===== src/include/wdt_pkg.sv =====
// constants and types shared by the watchdog timer unit
package wdt_pkg;

  // ----------------------------------------------------------------
  // register map (byte offsets)
  // ----------------------------------------------------------------
  localparam logic [11:0] OFF_MODE = 12'h000;
  localparam logic [11:0] OFF_RELOAD = 12'h004;
  localparam logic [11:0] OFF_FEED = 12'h008;
  localparam logic [11:0] OFF_COUNT = 12'h00c;

  // ----------------------------------------------------------------
  // mode register fields
  // ----------------------------------------------------------------
  localparam int BIT_RUN_EN = 0;
  localparam int BIT_RST_EN = 1;
  localparam int BIT_TOF = 2;
  localparam int BIT_IRQF = 3;

  // ----------------------------------------------------------------
  // reset values and limits
  // ----------------------------------------------------------------
  localparam logic [31:0] MODE_RESET = 32'h0000_0000;
  localparam logic [31:0] RELOAD_RESET = 32'h0000_00ff;
  localparam logic [31:0] COUNT_RESET = 32'h0000_00ff;
  localparam logic [31:0] RELOAD_MIN = 32'h0000_00ff;

  // ----------------------------------------------------------------
  // feed sequence and prescaler
  // ----------------------------------------------------------------
  localparam logic [7:0] FEED_FIRST = 8'haa;
  localparam logic [7:0] FEED_SECOND = 8'h55;
  localparam int PRESCALE_DIV = 4;
  localparam int PRESCALE_W = 2;

  typedef enum logic [1:0] {
    FEED_IDLE = 2'b00,
    FEED_HALF = 2'b01
  } feed_state_t;

  typedef struct packed {
    logic irq_flag;
    logic tof;
    logic rst_en;
    logic run_en;
  } mode_bits_t;

endpackage : wdt_pkg


===== src/hdl/watchdog_timer_unit.sv =====
// watchdog timer unit with prescaler, feed sequence and apb registers
`timescale 1ns/1ps
// Function
// - count clock divided by fixed four, prescaler drives 32-bit counter
// - counter decrements by one on every prescaled tick while armed and above zero
// - reload values below 0xff are stored as 0xff
// - writing 0xaa then 0x55 to feed reloads counter and, with run enable set, starts it
// - software cannot clear enables; only reset or time-out clears them
// - bad or incomplete feed sequence faults when watchdog is running
// - underflow in reset mode requests a full chip reset
// - time-out flag sticks until software clears it
// - bus clock for registers and counting, count clock edges sampled as ticks
// - mode and reload writes reach counting logic on the next bus clock
// - count captured on count tick, then copied to bus readout
// - read-only counter readout at 0x00c, reset 0xff
// - read-write reload register at 0x004, reset 0xff
// - read-write mode register at 0x000, reset zero
// - mode bits: run enable, reset enable, time-out flag, irq flag
// - underflow in interrupt mode sets irq flag and raises irq
// - wrong access after first feed faults in second bus cycle after
// - enable alone does not arm; feed errors ignored until armed
module watchdog_timer_unit
  import wdt_pkg::*;
(
  // clock and reset
  input wire logic clk,
  input wire logic rstn,
  // watchdog count clock, sampled as an ordinary input
  input wire logic count_clock,
  // apb slave
  input wire logic psel,
  input wire logic penable,
  input wire logic pwrite,
  input wire logic [11:0] paddr,
  input wire logic [31:0] pwdata,
  output logic [31:0] prdata,
  output logic pready,
  output logic pslverr,
  // system outputs
  output logic chip_reset_req,
  output logic wdt_irq
);

  // ----------------------------------------------------------------
  // bus decode
  // ----------------------------------------------------------------
  function automatic logic hit(input logic [11:0] a, input logic [11:0] o);
    hit = (a[11:2] == o[11:2]);
  endfunction : hit

  logic acc, wr, rd;
  logic wr_mode, wr_reload, wr_feed, rd_feed;
  assign acc = psel & penable;
  assign wr = acc & pwrite;
  assign rd = acc & ~pwrite;
  assign wr_mode = wr & hit(paddr, OFF_MODE);
  assign wr_reload = wr & hit(paddr, OFF_RELOAD);
  assign wr_feed = wr & hit(paddr, OFF_FEED);
  assign rd_feed = rd & hit(paddr, OFF_FEED);
  assign pready = 1'b1;
  assign pslverr = 1'b0;

  // ----------------------------------------------------------------
  // state
  // ----------------------------------------------------------------
  mode_bits_t mode_r;
  logic [31:0] reload_r, count_r, snap_r, readout_r, prdata_r;
  logic [PRESCALE_W-1:0] pre_r;
  logic cc_s1_r, cc_s2_r, cc_s3_r;
  logic armed_r, bad_d1_r, rst_pulse_r, cap_r;
  feed_state_t feed_r, feed_nxt;
  logic cc_edge, tick, feed_done, bad_acc, tmo;

  // ----------------------------------------------------------------
  // count clock sampling and prescaler
  // ----------------------------------------------------------------
  // only the second stage looks at the first one
  always_ff @(posedge clk or negedge rstn) begin
    if (!rstn) begin
      cc_s1_r <= 1'b0;
      cc_s2_r <= 1'b0;
      cc_s3_r <= 1'b0;
    end else begin
      cc_s1_r <= count_clock;
      cc_s2_r <= cc_s1_r;
      cc_s3_r <= cc_s2_r;
    end
  end

  assign cc_edge = cc_s2_r & ~cc_s3_r;

  // restarted on each feed so every interval is whole quarters
  always_ff @(posedge clk or negedge rstn) begin
    if (!rstn) begin
      pre_r <= '0;
    end else if (feed_done) begin
      pre_r <= '0;
    end else if (cc_edge) begin
      pre_r <= pre_r + 1'b1;
    end
  end

  assign tick = cc_edge &&
    (pre_r == PRESCALE_W'(PRESCALE_DIV - 1));

  // ----------------------------------------------------------------
  // feed sequence
  // ----------------------------------------------------------------
  always_comb begin
    feed_nxt = feed_r;
    bad_acc = 1'b0;
    feed_done = 1'b0;
    case (feed_r)
      FEED_IDLE: begin
        if (wr_feed && pwdata[7:0] == FEED_FIRST) begin
          feed_nxt = FEED_HALF;
        end
      end
      FEED_HALF: begin
        if (wr_feed && pwdata[7:0] == FEED_SECOND) begin
          feed_done = 1'b1;
          feed_nxt = FEED_IDLE;
        end else if (acc && !rd_feed) begin
          bad_acc = 1'b1;
          feed_nxt = FEED_IDLE;
        end
      end
      default: feed_nxt = FEED_IDLE;
    endcase
  end

  always_ff @(posedge clk or negedge rstn) begin
    if (!rstn) begin
      feed_r <= FEED_IDLE;
    end else begin
      feed_r <= feed_nxt;
    end
  end

  // fault delayed one cycle, so the reset lands in the second cycle
  always_ff @(posedge clk or negedge rstn) begin
    if (!rstn) begin
      bad_d1_r <= 1'b0;
    end else begin
      bad_d1_r <= bad_acc & armed_r;
    end
  end

  // ----------------------------------------------------------------
  // arming and time-out
  // ----------------------------------------------------------------
  assign tmo = (armed_r && tick && count_r == '0) || bad_d1_r;

  always_ff @(posedge clk or negedge rstn) begin
    if (!rstn) begin
      armed_r <= 1'b0;
    end else if (tmo) begin
      armed_r <= 1'b0;
    end else if (feed_done && mode_r.run_en) begin
      armed_r <= 1'b1;
    end
  end

  // ----------------------------------------------------------------
  // mode register
  // ----------------------------------------------------------------
  always_ff @(posedge clk or negedge rstn) begin
    if (!rstn) begin
      mode_r <= mode_bits_t'(MODE_RESET[3:0]);
    end else begin
      if (tmo) begin
        mode_r.run_en <= 1'b0;
        mode_r.rst_en <= 1'b0;
      end else if (wr_mode) begin
        mode_r.run_en <= mode_r.run_en | pwdata[BIT_RUN_EN];
        mode_r.rst_en <= mode_r.rst_en | pwdata[BIT_RST_EN];
      end
      // set wins over a software clear in the same cycle
      if (tmo) begin
        mode_r.tof <= 1'b1;
      end else if (wr_mode && !pwdata[BIT_TOF]) begin
        mode_r.tof <= 1'b0;
      end
      if (tmo && !mode_r.rst_en) begin
        mode_r.irq_flag <= 1'b1;
      end
    end
  end

  always_ff @(posedge clk or negedge rstn) begin
    if (!rstn) begin
      rst_pulse_r <= 1'b0;
    end else begin
      rst_pulse_r <= tmo & mode_r.rst_en;
    end
  end

  assign chip_reset_req = rst_pulse_r;
  assign wdt_irq = mode_r.irq_flag;

  // ----------------------------------------------------------------
  // reload register and counter
  // ----------------------------------------------------------------
  always_ff @(posedge clk or negedge rstn) begin
    if (!rstn) begin
      reload_r <= RELOAD_RESET;
    end else if (wr_reload) begin
      reload_r <= (pwdata < RELOAD_MIN) ? RELOAD_MIN : pwdata;
    end
  end

  // single clock here, so a reload write is seen at once
  always_ff @(posedge clk or negedge rstn) begin
    if (!rstn) begin
      count_r <= COUNT_RESET;
    end else if (feed_done) begin
      count_r <= reload_r;
    end else if (armed_r && tick && count_r != '0) begin
      count_r <= count_r - 1'b1;
    end
  end

  // ----------------------------------------------------------------
  // readout capture
  // ----------------------------------------------------------------
  // two stages keep the bus view stable between count ticks
  // capture a cycle after the count moves, so the view is not a tick old
  always_ff @(posedge clk or negedge rstn) begin
    if (!rstn) begin
      cap_r <= 1'b0;
      snap_r <= COUNT_RESET;
      readout_r <= COUNT_RESET;
    end else begin
      cap_r <= tick | feed_done;
      if (cap_r) begin
        snap_r <= count_r;
      end
      readout_r <= snap_r;
    end
  end

  // ----------------------------------------------------------------
  // read data
  // ----------------------------------------------------------------
  always_ff @(posedge clk or negedge rstn) begin
    if (!rstn) begin
      prdata_r <= '0;
    end else if (psel && !penable && !pwrite) begin
      if (hit(paddr, OFF_MODE)) begin
        prdata_r <= {28'h0000000, mode_r};
      end else if (hit(paddr, OFF_RELOAD)) begin
        prdata_r <= reload_r;
      end else if (hit(paddr, OFF_COUNT)) begin
        prdata_r <= readout_r;
      end else begin
        prdata_r <= '0;
      end
    end
  end

  assign prdata = prdata_r;

  // ----------------------------------------------------------------
  // assertions
  // ----------------------------------------------------------------
  a_min_reload: assert property (@(posedge clk) disable iff (!rstn)
    wr_reload && pwdata < RELOAD_MIN |=> reload_r == RELOAD_MIN)
    else $error("reload below minimum not clamped");

  a_feed_loads: assert property (@(posedge clk) disable iff (!rstn)
    feed_done |=> count_r == $past(reload_r))
    else $error("feed did not reload counter");

  a_enable_sticky: assert property (@(posedge clk) disable iff (!rstn)
    mode_r.run_en && !tmo |=> mode_r.run_en)
    else $error("run enable cleared without time-out");

  a_fault_second: assert property (@(posedge clk) disable iff (!rstn)
    bad_acc && armed_r |-> ##2 (chip_reset_req || wdt_irq))
    else $error("feed fault not acted on in second cycle");

  a_reset_mode: assert property (@(posedge clk) disable iff (!rstn)
    tmo && mode_r.rst_en |=> chip_reset_req)
    else $error("reset mode time-out gave no reset");

  a_irq_mode: assert property (@(posedge clk) disable iff (!rstn)
    tmo && !mode_r.rst_en |=> wdt_irq && !chip_reset_req)
    else $error("interrupt mode time-out wrong");

  a_tof_holds: assert property (@(posedge clk) disable iff (!rstn)
    mode_r.tof && !wr_mode |=> mode_r.tof)
    else $error("time-out flag lost");

  a_decrement: assert property (@(posedge clk) disable iff (!rstn)
    armed_r && tick && count_r != '0 && !feed_done
    |=> count_r == $past(count_r) - 32'h0000_0001)
    else $error("counter did not step down by one");

  a_not_armed: assert property (@(posedge clk) disable iff (!rstn)
    bad_acc && !armed_r |=> !tmo)
    else $error("time-out while not armed");

  a_readout_path: assert property (@(posedge clk) disable iff (!rstn)
    tick && !feed_done |-> ##3 readout_r == $past(count_r, 2))
    else $error("readout did not follow captured count");

  a_prescale: assert property (@(posedge clk) disable iff (!rstn)
    tick |-> cc_edge && pre_r == 2'h3)
    else $error("tick not on fourth count edge");

endmodule : watchdog_timer_unit


===== config.mk =====
export PLATFORM = sky130hd
export DESIGN_NAME = watchdog_timer_unit
export DESIGN_NICKNAME = d
export VERILOG_FILES = /design/src/include/wdt_pkg.sv /design/src/hdl/watchdog_timer_unit.sv
export SDC_FILE = /design/constraint.sdc
export NUM_CORES = 1
export LEC_CHECK = 0
export BUFFER_PORTS_ARGS = -buffer_cell sky130_fd_sc_hd__buf_2
export CORE_MARGIN = 2
export CORE_UTILIZATION = 52
export DETAILED_ROUTE_END_ITERATION = 16
export PLACE_DENSITY = 0.81
export SYNTH_ARGS = -nofsm -noshare
export SYNTH_HDL_FRONTEND = slang
export SYNTH_SLANG_ARGS = --single-unit

===== constraint.sdc =====
create_clock -name clk -period 2.1 [get_ports clk]
set_clock_uncertainty 0.05 [all_clocks]
set_input_delay 0.105 -clock clk [delete_from_list [all_inputs] [get_ports clk]]
set_output_delay 0.105 -clock clk [all_outputs]
set_load 0.05 [all_outputs]

==> flow_summary.ini, run 1 <==
[outcome]
status = finished with violations
violations = negative setup slack

[power_and_ir_drop]
p_per_area_mw_per_mm2 = 731
totalPowerFinal_mw = 7.13
peakVddDrop_uv = 529
p_leak_nw = 4.12

[cells_and_area]
insertedDiodeCount = 0
final_cell_mix = nand2_1, dfrtp_1, buf_2, buf_4, dlygate4sd3_1
final_cells = 1030
nNetsFinal = 889
final_area_sq_mm = 0.00976
syn_to_final_growth_pct = 31.3
drive_above_1_share_pct = 35.1
layout_commonest_cell = nand2_1
postLayoutCoreUtil_pct = 70.0

[logic_synthesis]
ys_types = 54
synthCells = 658
syn-num-nets = 710
synth_edf_count = 0
synthArstFlopShare_pct = 100
ys_ff_latch = 174
ys.flop_type = dfrtp_1
synth.cell_area_sq_mm = 0.00743
yosysSeqAreaShare_pct = 59.1
yosysWarnings = 0
syn_area_per_cell_sq_um = 11.3

[placement]
dp_hpwl_microns = 12300
gp_congestion = 0.954
numPortBuffers = 81
place_inst = 950
dp_slack_ns = -0.285
placed_area_sq_mm = 0.00855

[sta]
worst_hold_slack_ns = 0.0406
hold_viol = 0
fin_tns_setup_ns = -7.31
fin_crit_sh_pct = 114
fin_ws_ns = -0.291
slew_viol_final = 0
tightest_slew_ns = 0.715
period_needed_ns = 2.39
setup_violations = 37
rsz0062_at_grt = yes
relSlewSlack_pct = 51.9
max_freq_mhz = 418

[detailed_routing]
avgRoutedWirePerCell_microns = 19.3
drc = 0
vias = 5948
viasPerCell = 5.77
drt_wl_total_microns = 19900
drt_iter0_markers = 509
dr.pass1.iters = 5
final_antenna_net_count = 0

[cts]
htreeDepth = 4
cts_buffers = 17
clock-sinks = 174
cts_tree = built
clk_root_buffer_cell = clkbuf_16
clk_latency_ns = 0.44
clockBufferDepth = 2
path_clk_slew_ns = 0.06

[floorplan]
core_sq_mm = 0.0139
dieArea_sq_mm = 0.0153
die_h_microns = 124
ioPinCount = 86
rows = 43
start_util_pct = 53.3
die_x_microns = 124

[critical_path]
crit_type = reg2reg
cp.arrival_ns = 2.65
crit_slowest_cell = or4b_4
slowest_delay_ns = 0.50
path_max_fanout = 6
cp.buffers_inverters = 2
cp-start-kind = flop
crit_chain = inv_2 -> ha_4 -> or4b_4 -> or3_4 -> o311ai_4 -> buf_12 -> nor3_2 -> xnor2_1 -> o21ai_1
worstPathRequired_ns = 2.36
crit_family = simple AND/OR/NAND/NOR gates
end_kind = flop

[min_path]
min_path_type = in2reg

[global_routing]
grt_pass1_vias = 6062
grt_first_pass_wirelength_microns = 30800
antenna_found_initial = 0
grt_overflow = 0
grt_max_degree = 60
grt.total_usage_pct = 26.8

[run]
drv_cap = 0
## cells in the mapped netlist (2+ instances only)
cell / count / area [sq um]
nor2_1: 30 / 113
conb_1: 2 / 7.51
a21oi_1: 10 / 50.1
nor4_4: 2 / 42.5
inv_1: 2 / 7.51
buf_1: 6 / 22.5
o31ai_1: 30 / 225
o21ai_0: 27 / 135
o21ai_1: 8 / 40.0
mux2i_1: 33 / 330
nand4_1: 4 / 25.0
ha_1: 2 / 25.0
a21o_1: 2 / 15.0
buf_2: 2 / 10.0
o211ai_1: 2 / 15.0
or3_1: 6 / 37.5
dfstp_2: 32 / 841
nor3_1: 16 / 80.1
xnor2_1: 29 / 254
or4_1: 8 / 60.1
nor4_1: 16 / 100
nor3_2: 2 / 20.0
a31oi_1: 2 / 12.5
o22a_1: 8 / 70.1
nand3_1: 4 / 20.0
nor4_2: 4 / 50.1
buf_4: 4 / 30.0
or3_4: 2 / 22.5
mux2_2: 32 / 360
nand2_1: 144 / 541
or4_4: 2 / 22.5
clkbuf_1: 22 / 82.6
dfrtp_1: 142 / 3550
## per-layer routing
metal  track usage [%]  wire length, microns
met2              43.8                 10000
met3              4.84                  1080
met5                 0                     0
met1              35.1                  8130
met4              12.2                   617
## final cells by class
type,instances,area (sq um)
clock buffers,20,457
clock inverters,12,158
fillers,910,4180
inverters,2,7.51
multi-input cells,448,3080
flip-flops and latches,174,4390
well taps,180,225
repair buffers,194,1440
## state kept, by name (all words and copies together) (netlist names)
name and flops:
snap_r 32, cc_s3_r 1, cc_s2_r 1, wdt_irq 1
prdata 32, cc_s1_r 1, reload_r 32, chip_reset_req 1
cap_r 1, bad_d1_r 1, readout_r 32, armed_r 1
count_r 32, feed_r 1, mode_r 3, pre_r 2
## kinds of logic after synthesis
| group | after synthesis | share of synthesized area (%) |
|---|---|---|
| AOI/OAI and AO/OA | 96 | 8.75 |
| xor gates and xnor gates | 30 | 3.53 |
| adders and majority gates | 2 | 0.337 |
| buffers and inverters | 36 | 2.05 |
| DFF | 174 | 59.1 |
| muxes | 65 | 9.29 |
| other | 2 | 0.101 |
| and+or+nand+nor | 253 | 16.8 |
## final timing paths
check	start	slack (ns)	cells past startpoint	end
max	count_r[0]	-0.29	9	count_r[23]
min	psel	0.04	3	feed_r[0]
max reg2reg	count_r[0]	-0.29	9	count_r[23]
min reg2reg	cc_s1_r	0.31	0	cc_s2_r
max in group asynchronous	rstn	1.09	3	count_r[0]
min in group asynchronous	rstn	0.15	2	prdata[8]
## where the power goes
group,switching (mW),internal [mW]
combinational,0.239,0.180
sequential,0.0393,3.39
clock,1.35,1.94
## worst register-to-register path: cells and delay by family, from the launching register on
kind | cells | cell delay [ns]
AOI/OAI and AO/OA | 2 | 0.37
xor gates and xnor gates | 1 | 0.19
and+or+nand+nor | 3 | 0.94
adders and majority gates | 1 | 0.13
DFF | 1 | 0.37
buffers and inverters | 2 | 0.23
## repair_timing
action / CTS / global route
setup buffers: 2 / 9
endpoints found under the hold margin: 93 / 0
endpoints found under the setup margin: 38 / 38
gates resized for setup: 16 / 15
hold buffers: 37 / 0
pin swaps: 2 / 11
Note: power is estimated with default switching activity, not from simulation.
==> run 2: changes to the inputs <==
--- a/config.mk
+++ b/config.mk
@@ -10,6 +10,8 @@
 export CORE_UTILIZATION = 52
 export DETAILED_ROUTE_END_ITERATION = 16
 export PLACE_DENSITY = 0.81
+export SETUP_SLACK_MARGIN = 0.1
+export SKIP_CTS_REPAIR_TIMING = 1
 export SYNTH_ARGS = -nofsm -noshare
 export SYNTH_HDL_FRONTEND = slang
 export SYNTH_SLANG_ARGS = --single-unit
==> run 2 against run 1 <==
The run ends with negative hold slack, negative setup slack left. Worst setup slack worse by 0.040 ns. Cell count is 0.87% lower. Power is 2.6% higher. Combinational power is 4% higher. Highest routed layer unchanged. Fmax is 1.6% lower.
==> flow_summary.ini, run 2 (synthesis results as in run 1) <==
[cts]
htreeDepth = 4
clock-sinks = 174
clk_root_buffer_cell = clkbuf_16
cts_buffers = 17
path_clk_slew_ns = 0.07
clk_latency_ns = 0.44
clockBufferDepth = 2
cts_tree = built

[placement]
dp_hpwl_microns = 12100
dp_slack_ns = -0.363
numPortBuffers = 81
place_inst = 946
gp_congestion = 0.896

[detailed_routing]
drt_wl_total_microns = 20100
vias = 6013
avgRoutedWirePerCell_microns = 19.7
dr.pass1.iters = 5
drt_iter0_markers = 460
viasPerCell = 5.89
drc = 0
final_antenna_net_count = 0

[cells_and_area]
syn_to_final_growth_pct = 31.0
nFillCells = 876
multi_input_area_sq_mm = 0.00308
final_cell_mix = nand2_1, dfrtp_1, buf_2, buf_4, dlygate4sd3_1
nNetsFinal = 880
drive_above_1_share_pct = 34.6
final_cells = 1021
layout_commonest_cell = nand2_1
insertedDiodeCount = 0
register_area_sq_mm = 0.00439

[global_routing]
grt_max_degree = 65
grt_pass1_vias = 5781
antenna_found_initial = 0
grt_overflow = 0
grt_first_pass_wirelength_microns = 29200
grt.total_usage_pct = 25.4

[floorplan]
core_sq_mm = 0.0139
ioPinCount = 86
die_h_microns = 124
die_x_microns = 124
start_util_pct = 53.3
dieArea_sq_mm = 0.0153
rows = 43

[sta]
fin_tns_setup_ns = -8.48
tightest_slew_ns = 0.596
slew_viol_final = 0
period_needed_ns = 2.43
relSlewSlack_pct = 60.0
max_freq_mhz = 411
setup_violations = 38
hold_viol = 1
fin_ws_ns = -0.331
fin_crit_sh_pct = 116
rsz0062_at_grt = yes
worst_hold_slack_ns = -0.00615

[power_and_ir_drop]
p_leak_nw = 4.08
p_per_area_mw_per_mm2 = 752
peakVddDrop_uv = 517
totalPowerFinal_mw = 7.32

[critical_path]
path_max_fanout = 11
cp-start-kind = flop
worstPathRequired_ns = 2.37
end_kind = flop
cp.arrival_ns = 2.71
crit_type = reg2reg

[run]
drv_cap = 0

[min_path]
min_path_type = in2reg

[outcome]
status = finished with violations
violations = negative hold slack, negative setup slack
[run 2: changes by cell type in the layout (fill, tap and decap cells not counted), sizes merged]
cell / delta
clkbuf: +2
inv: -2
bufinv: +2
buf: -9
clkinvlp: -2
[run 2: final timing paths]
path | from | endpoint | slack [ns] | depth (start not counted)
worst max-delay path | count_r[13] | count_r[9] | -0.33 | 7
worst min-delay path | penable | feed_r[0] | -0.006 | 3
worst max register to register | count_r[13] | count_r[9] | -0.33 | 7
worst min register to register | snap_r[3] | readout_r[3] | 0.31 | 0
max in group asynchronous | rstn | count_r[2] | 1.07 | 3
min in group asynchronous | rstn | cc_s1_r | 0.17 | 2
[run 2: critical path, cell delays in order (launching register included)]
cell and delay, ns:
dfrtp_1 0.38, or4_4 0.58, or3_4 0.42, nor4_4 0.29, buf_12 0.18, nor3_1 0.07, xnor2_1 0.24, o21ai_1 0.10
[run 2: metal layers]
metal	track usage, %	up-vias	wire [microns]	share of wire, %
li1	-	2637	-	-
met1	33.3	3041	8160	41
met2	41.4	272	10100	50
met3	4.89	63	1190	5.9
met4	10.6	0	684	3.4
met5	0	-	0	0
[run 2: cell type report]
class | count | area share [%]
sequential | 174 | 45.1
clock buffer | 22 | 4.77
clock inverter | 10 | 1.90
multi-input combinational | 448 | 31.7
timing repair buffer | 185 | 14.1
inverter | 2 | 0.0771
tap | 180 | 2.31
[run 2: stage by stage]
stage / area, sq um / util, %
2_1_floorplan: 7500 / -
3_3_place_gp: 8540 / 61.3
5_1_grt: 9740 / 69.9
6_report: 9740 / 69.9
3_5_place_dp: 8540 / 61.3
4_1_cts: 9190 / 66.0
[run 2: power by group]
group          switching, mW  internal [mW]  leakage [nW]
Clock                   1.30           2.17         0.314
Sequential            0.0198           3.39          1.93
Combinational          0.247          0.191          1.84
Total                   1.57           5.75          4.08
==> run 3: changes to the inputs <==
--- a/config.mk
+++ b/config.mk
@@ -6,10 +6,10 @@
 export NUM_CORES = 1
 export LEC_CHECK = 0
 export BUFFER_PORTS_ARGS = -buffer_cell sky130_fd_sc_hd__buf_2
-export CORE_MARGIN = 2
+export CORE_MARGIN = 10
 export CORE_UTILIZATION = 52
 export DETAILED_ROUTE_END_ITERATION = 16
-export PLACE_DENSITY = 0.81
+export PLACE_DENSITY = 0.75
 export SETUP_SLACK_MARGIN = 0.1
 export SKIP_CTS_REPAIR_TIMING = 1
 export SYNTH_ARGS = -nofsm -noshare
==> run 3 against run 2 <==
Via count is 3.5% lower. Power fell by 7.9%. Fmax up 1.2%. Sequential power hardly changed. Worst setup slack better by 0.030 ns. Register-to-register slack gained 0.03 ns. The flow finishes with violations (negative setup slack). Clock-buffer cell count is the same. Design area shrank 0.99%.
==> flow_summary.ini, run 3 (synthesis results as in run 1) <==
[outcome]
status = finished with violations
violations = negative setup slack

[sta]
setup_violations = 36
fin_crit_sh_pct = 114
period_needed_ns = 2.40
relSlewSlack_pct = 50.7
tightest_slew_ns = 0.734
rsz0062_at_grt = yes
hold_viol = 0
fin_tns_setup_ns = -6.53
slew_viol_final = 0
fin_ws_ns = -0.302
max_freq_mhz = 416

[min_path]
min_path_type = in2reg
hold_path_startpoint = psel

[detailed_routing]
drt_wl_total_microns = 19400
drt_iter0_markers = 451
avgRoutedWirePerCell_microns = 19.0
drc = 0
viasPerCell = 5.69
dr.pass1.iters = 5
vias = 5802
final_antenna_net_count = 0

[power_and_ir_drop]
p_per_area_mw_per_mm2 = 700
internal-power_mw = 5.20
pwr-share-clk_pct = 43.1
power.switching_mw = 1.54
combPwrFrac_pct = 6.4
swShare_pct = 22.8
p_leak_nw = 3.98
seqPwrFrac_pct = 50.5
peakVddDrop_uv = 624

[critical_path]
crit_slowest_cell = or4_4
path_max_fanout = 4
crit_chain = or4_4 -> or3_4 -> buf_12 -> o41ai_4 -> buf_4 -> nor2_1 -> xnor2_1 -> o21ai_0
worstReg2RegStart = count_r[14]
worstPathRequired_ns = 2.34
cp-start-kind = flop
crit_start = count_r[14]
end_kind = flop
slowest_delay_ns = 0.58
cp.arrival_ns = 2.64
crit_type = reg2reg

[floorplan]
core_sq_mm = 0.0139
ioPinCount = 86
rows = 43
die_h_microns = 140
die_x_microns = 140
dieArea_sq_mm = 0.0195
start_util_pct = 53.3

[placement]
dp_hpwl_microns = 12800
numPortBuffers = 81
gp_congestion = 0.889
place_inst = 950

[cts]
clk_root_buffer_cell = clkbuf_16
htreeDepth = 4
clock-sinks = 174
path_clk_slew_ns = 0.07
cts_buffers = 17
clockBufferDepth = 2
cts_tree = built
clk_latency_ns = 0.43

[cells_and_area]
final_cell_mix = nand2_1, dfrtp_1, buf_2, buf_4, dlygate4sd3_1
nFillCells = 973
drive_above_1_share_pct = 34.6
nNetsFinal = 880
syn_to_final_growth_pct = 29.7
final_cells = 1020
insertedDiodeCount = 0
layout_commonest_cell = nand2_1

[global_routing]
antenna_found_initial = 0
grt_pass1_vias = 5697
grt_max_degree = 64
grt_overflow = 0
grt_first_pass_wirelength_microns = 30000
grt.total_usage_pct = 19.0

[run]
drv_cap = 0
[run 3: power groups by stage]
stage          logic (mW)  registers (mW)  clock network (mW)
6_report            0.432            3.41                2.91
3_3_place_gp        0.369            3.46                   0
4_1_cts             0.386            3.41                2.95
3_5_place_dp        0.384            3.46                   0
2_1_floorplan       0.179            3.46                   0
5_1_grt             0.479            3.41                3.11
[run 3: worst paths after layout]
path / endpoint / slack, ns / cells past startpoint
min in group asynchronous: mode_r[1] / 0.19 / 2
setup reg to reg: count_r[13] / -0.30 / 8
max in group asynchronous: count_r[2] / 1.09 / 3
hold reg to reg: cc_s2_r / 0.30 / 0
setup / recovery: count_r[13] / -0.30 / 8
hold / removal: feed_r[0] / 0.05 / 3
[run 3: routing by layer]
metal	vias to the layer above	wire, microns	global-route usage, %
met5	-	0	0
met4	0	381	5.16
met3	41	964	5.34
met2	176	9850	31.2
met1	2941	8180	24.0
li1	2644	-	-
[run 3: area by class of cell]
class / instances / area, sq um / share of cell area [%]
clock buffer: 22 / 484 / 5.02
clock inverter: 9 / 62.6 / 0.649
inverter: 2 / 7.51 / 0.0779
multi-input combinational: 448 / 3070 / 31.8
sequential: 174 / 4390 / 45.6
tap: 180 / 225 / 2.34
timing repair buffer: 185 / 1400 / 14.5
[run 3: critical path, delay by kind of cell, from the launching register on]
kind                      cells  cell delay, ns
and+or+nand+nor               3            1.04
buffers and inverters         2            0.34
DFF                           1            0.39
xor gates and xnor gates      1            0.16
AOI/OAI and AO/OA             2            0.30
[run 3: metrics by stage]
step / util [%] / hold slack, ns / cell area [sq um] / power (mW) / worst slack [ns]
floorplan: - / -0.241 / 7500 / 3.64 / -0.138
global placement: 61.6 / 0.0730 / 8580 / 3.83 / -0.347
detailed placement: 61.6 / 0.0851 / 8580 / 3.85 / -0.362
CTS: 65.5 / -0.375 / 9130 / 6.74 / -0.388
global route: 69.2 / 0.0586 / 9640 / 7.00 / -0.348
finish: 69.2 / 0.0537 / 9640 / 6.74 / -0.302
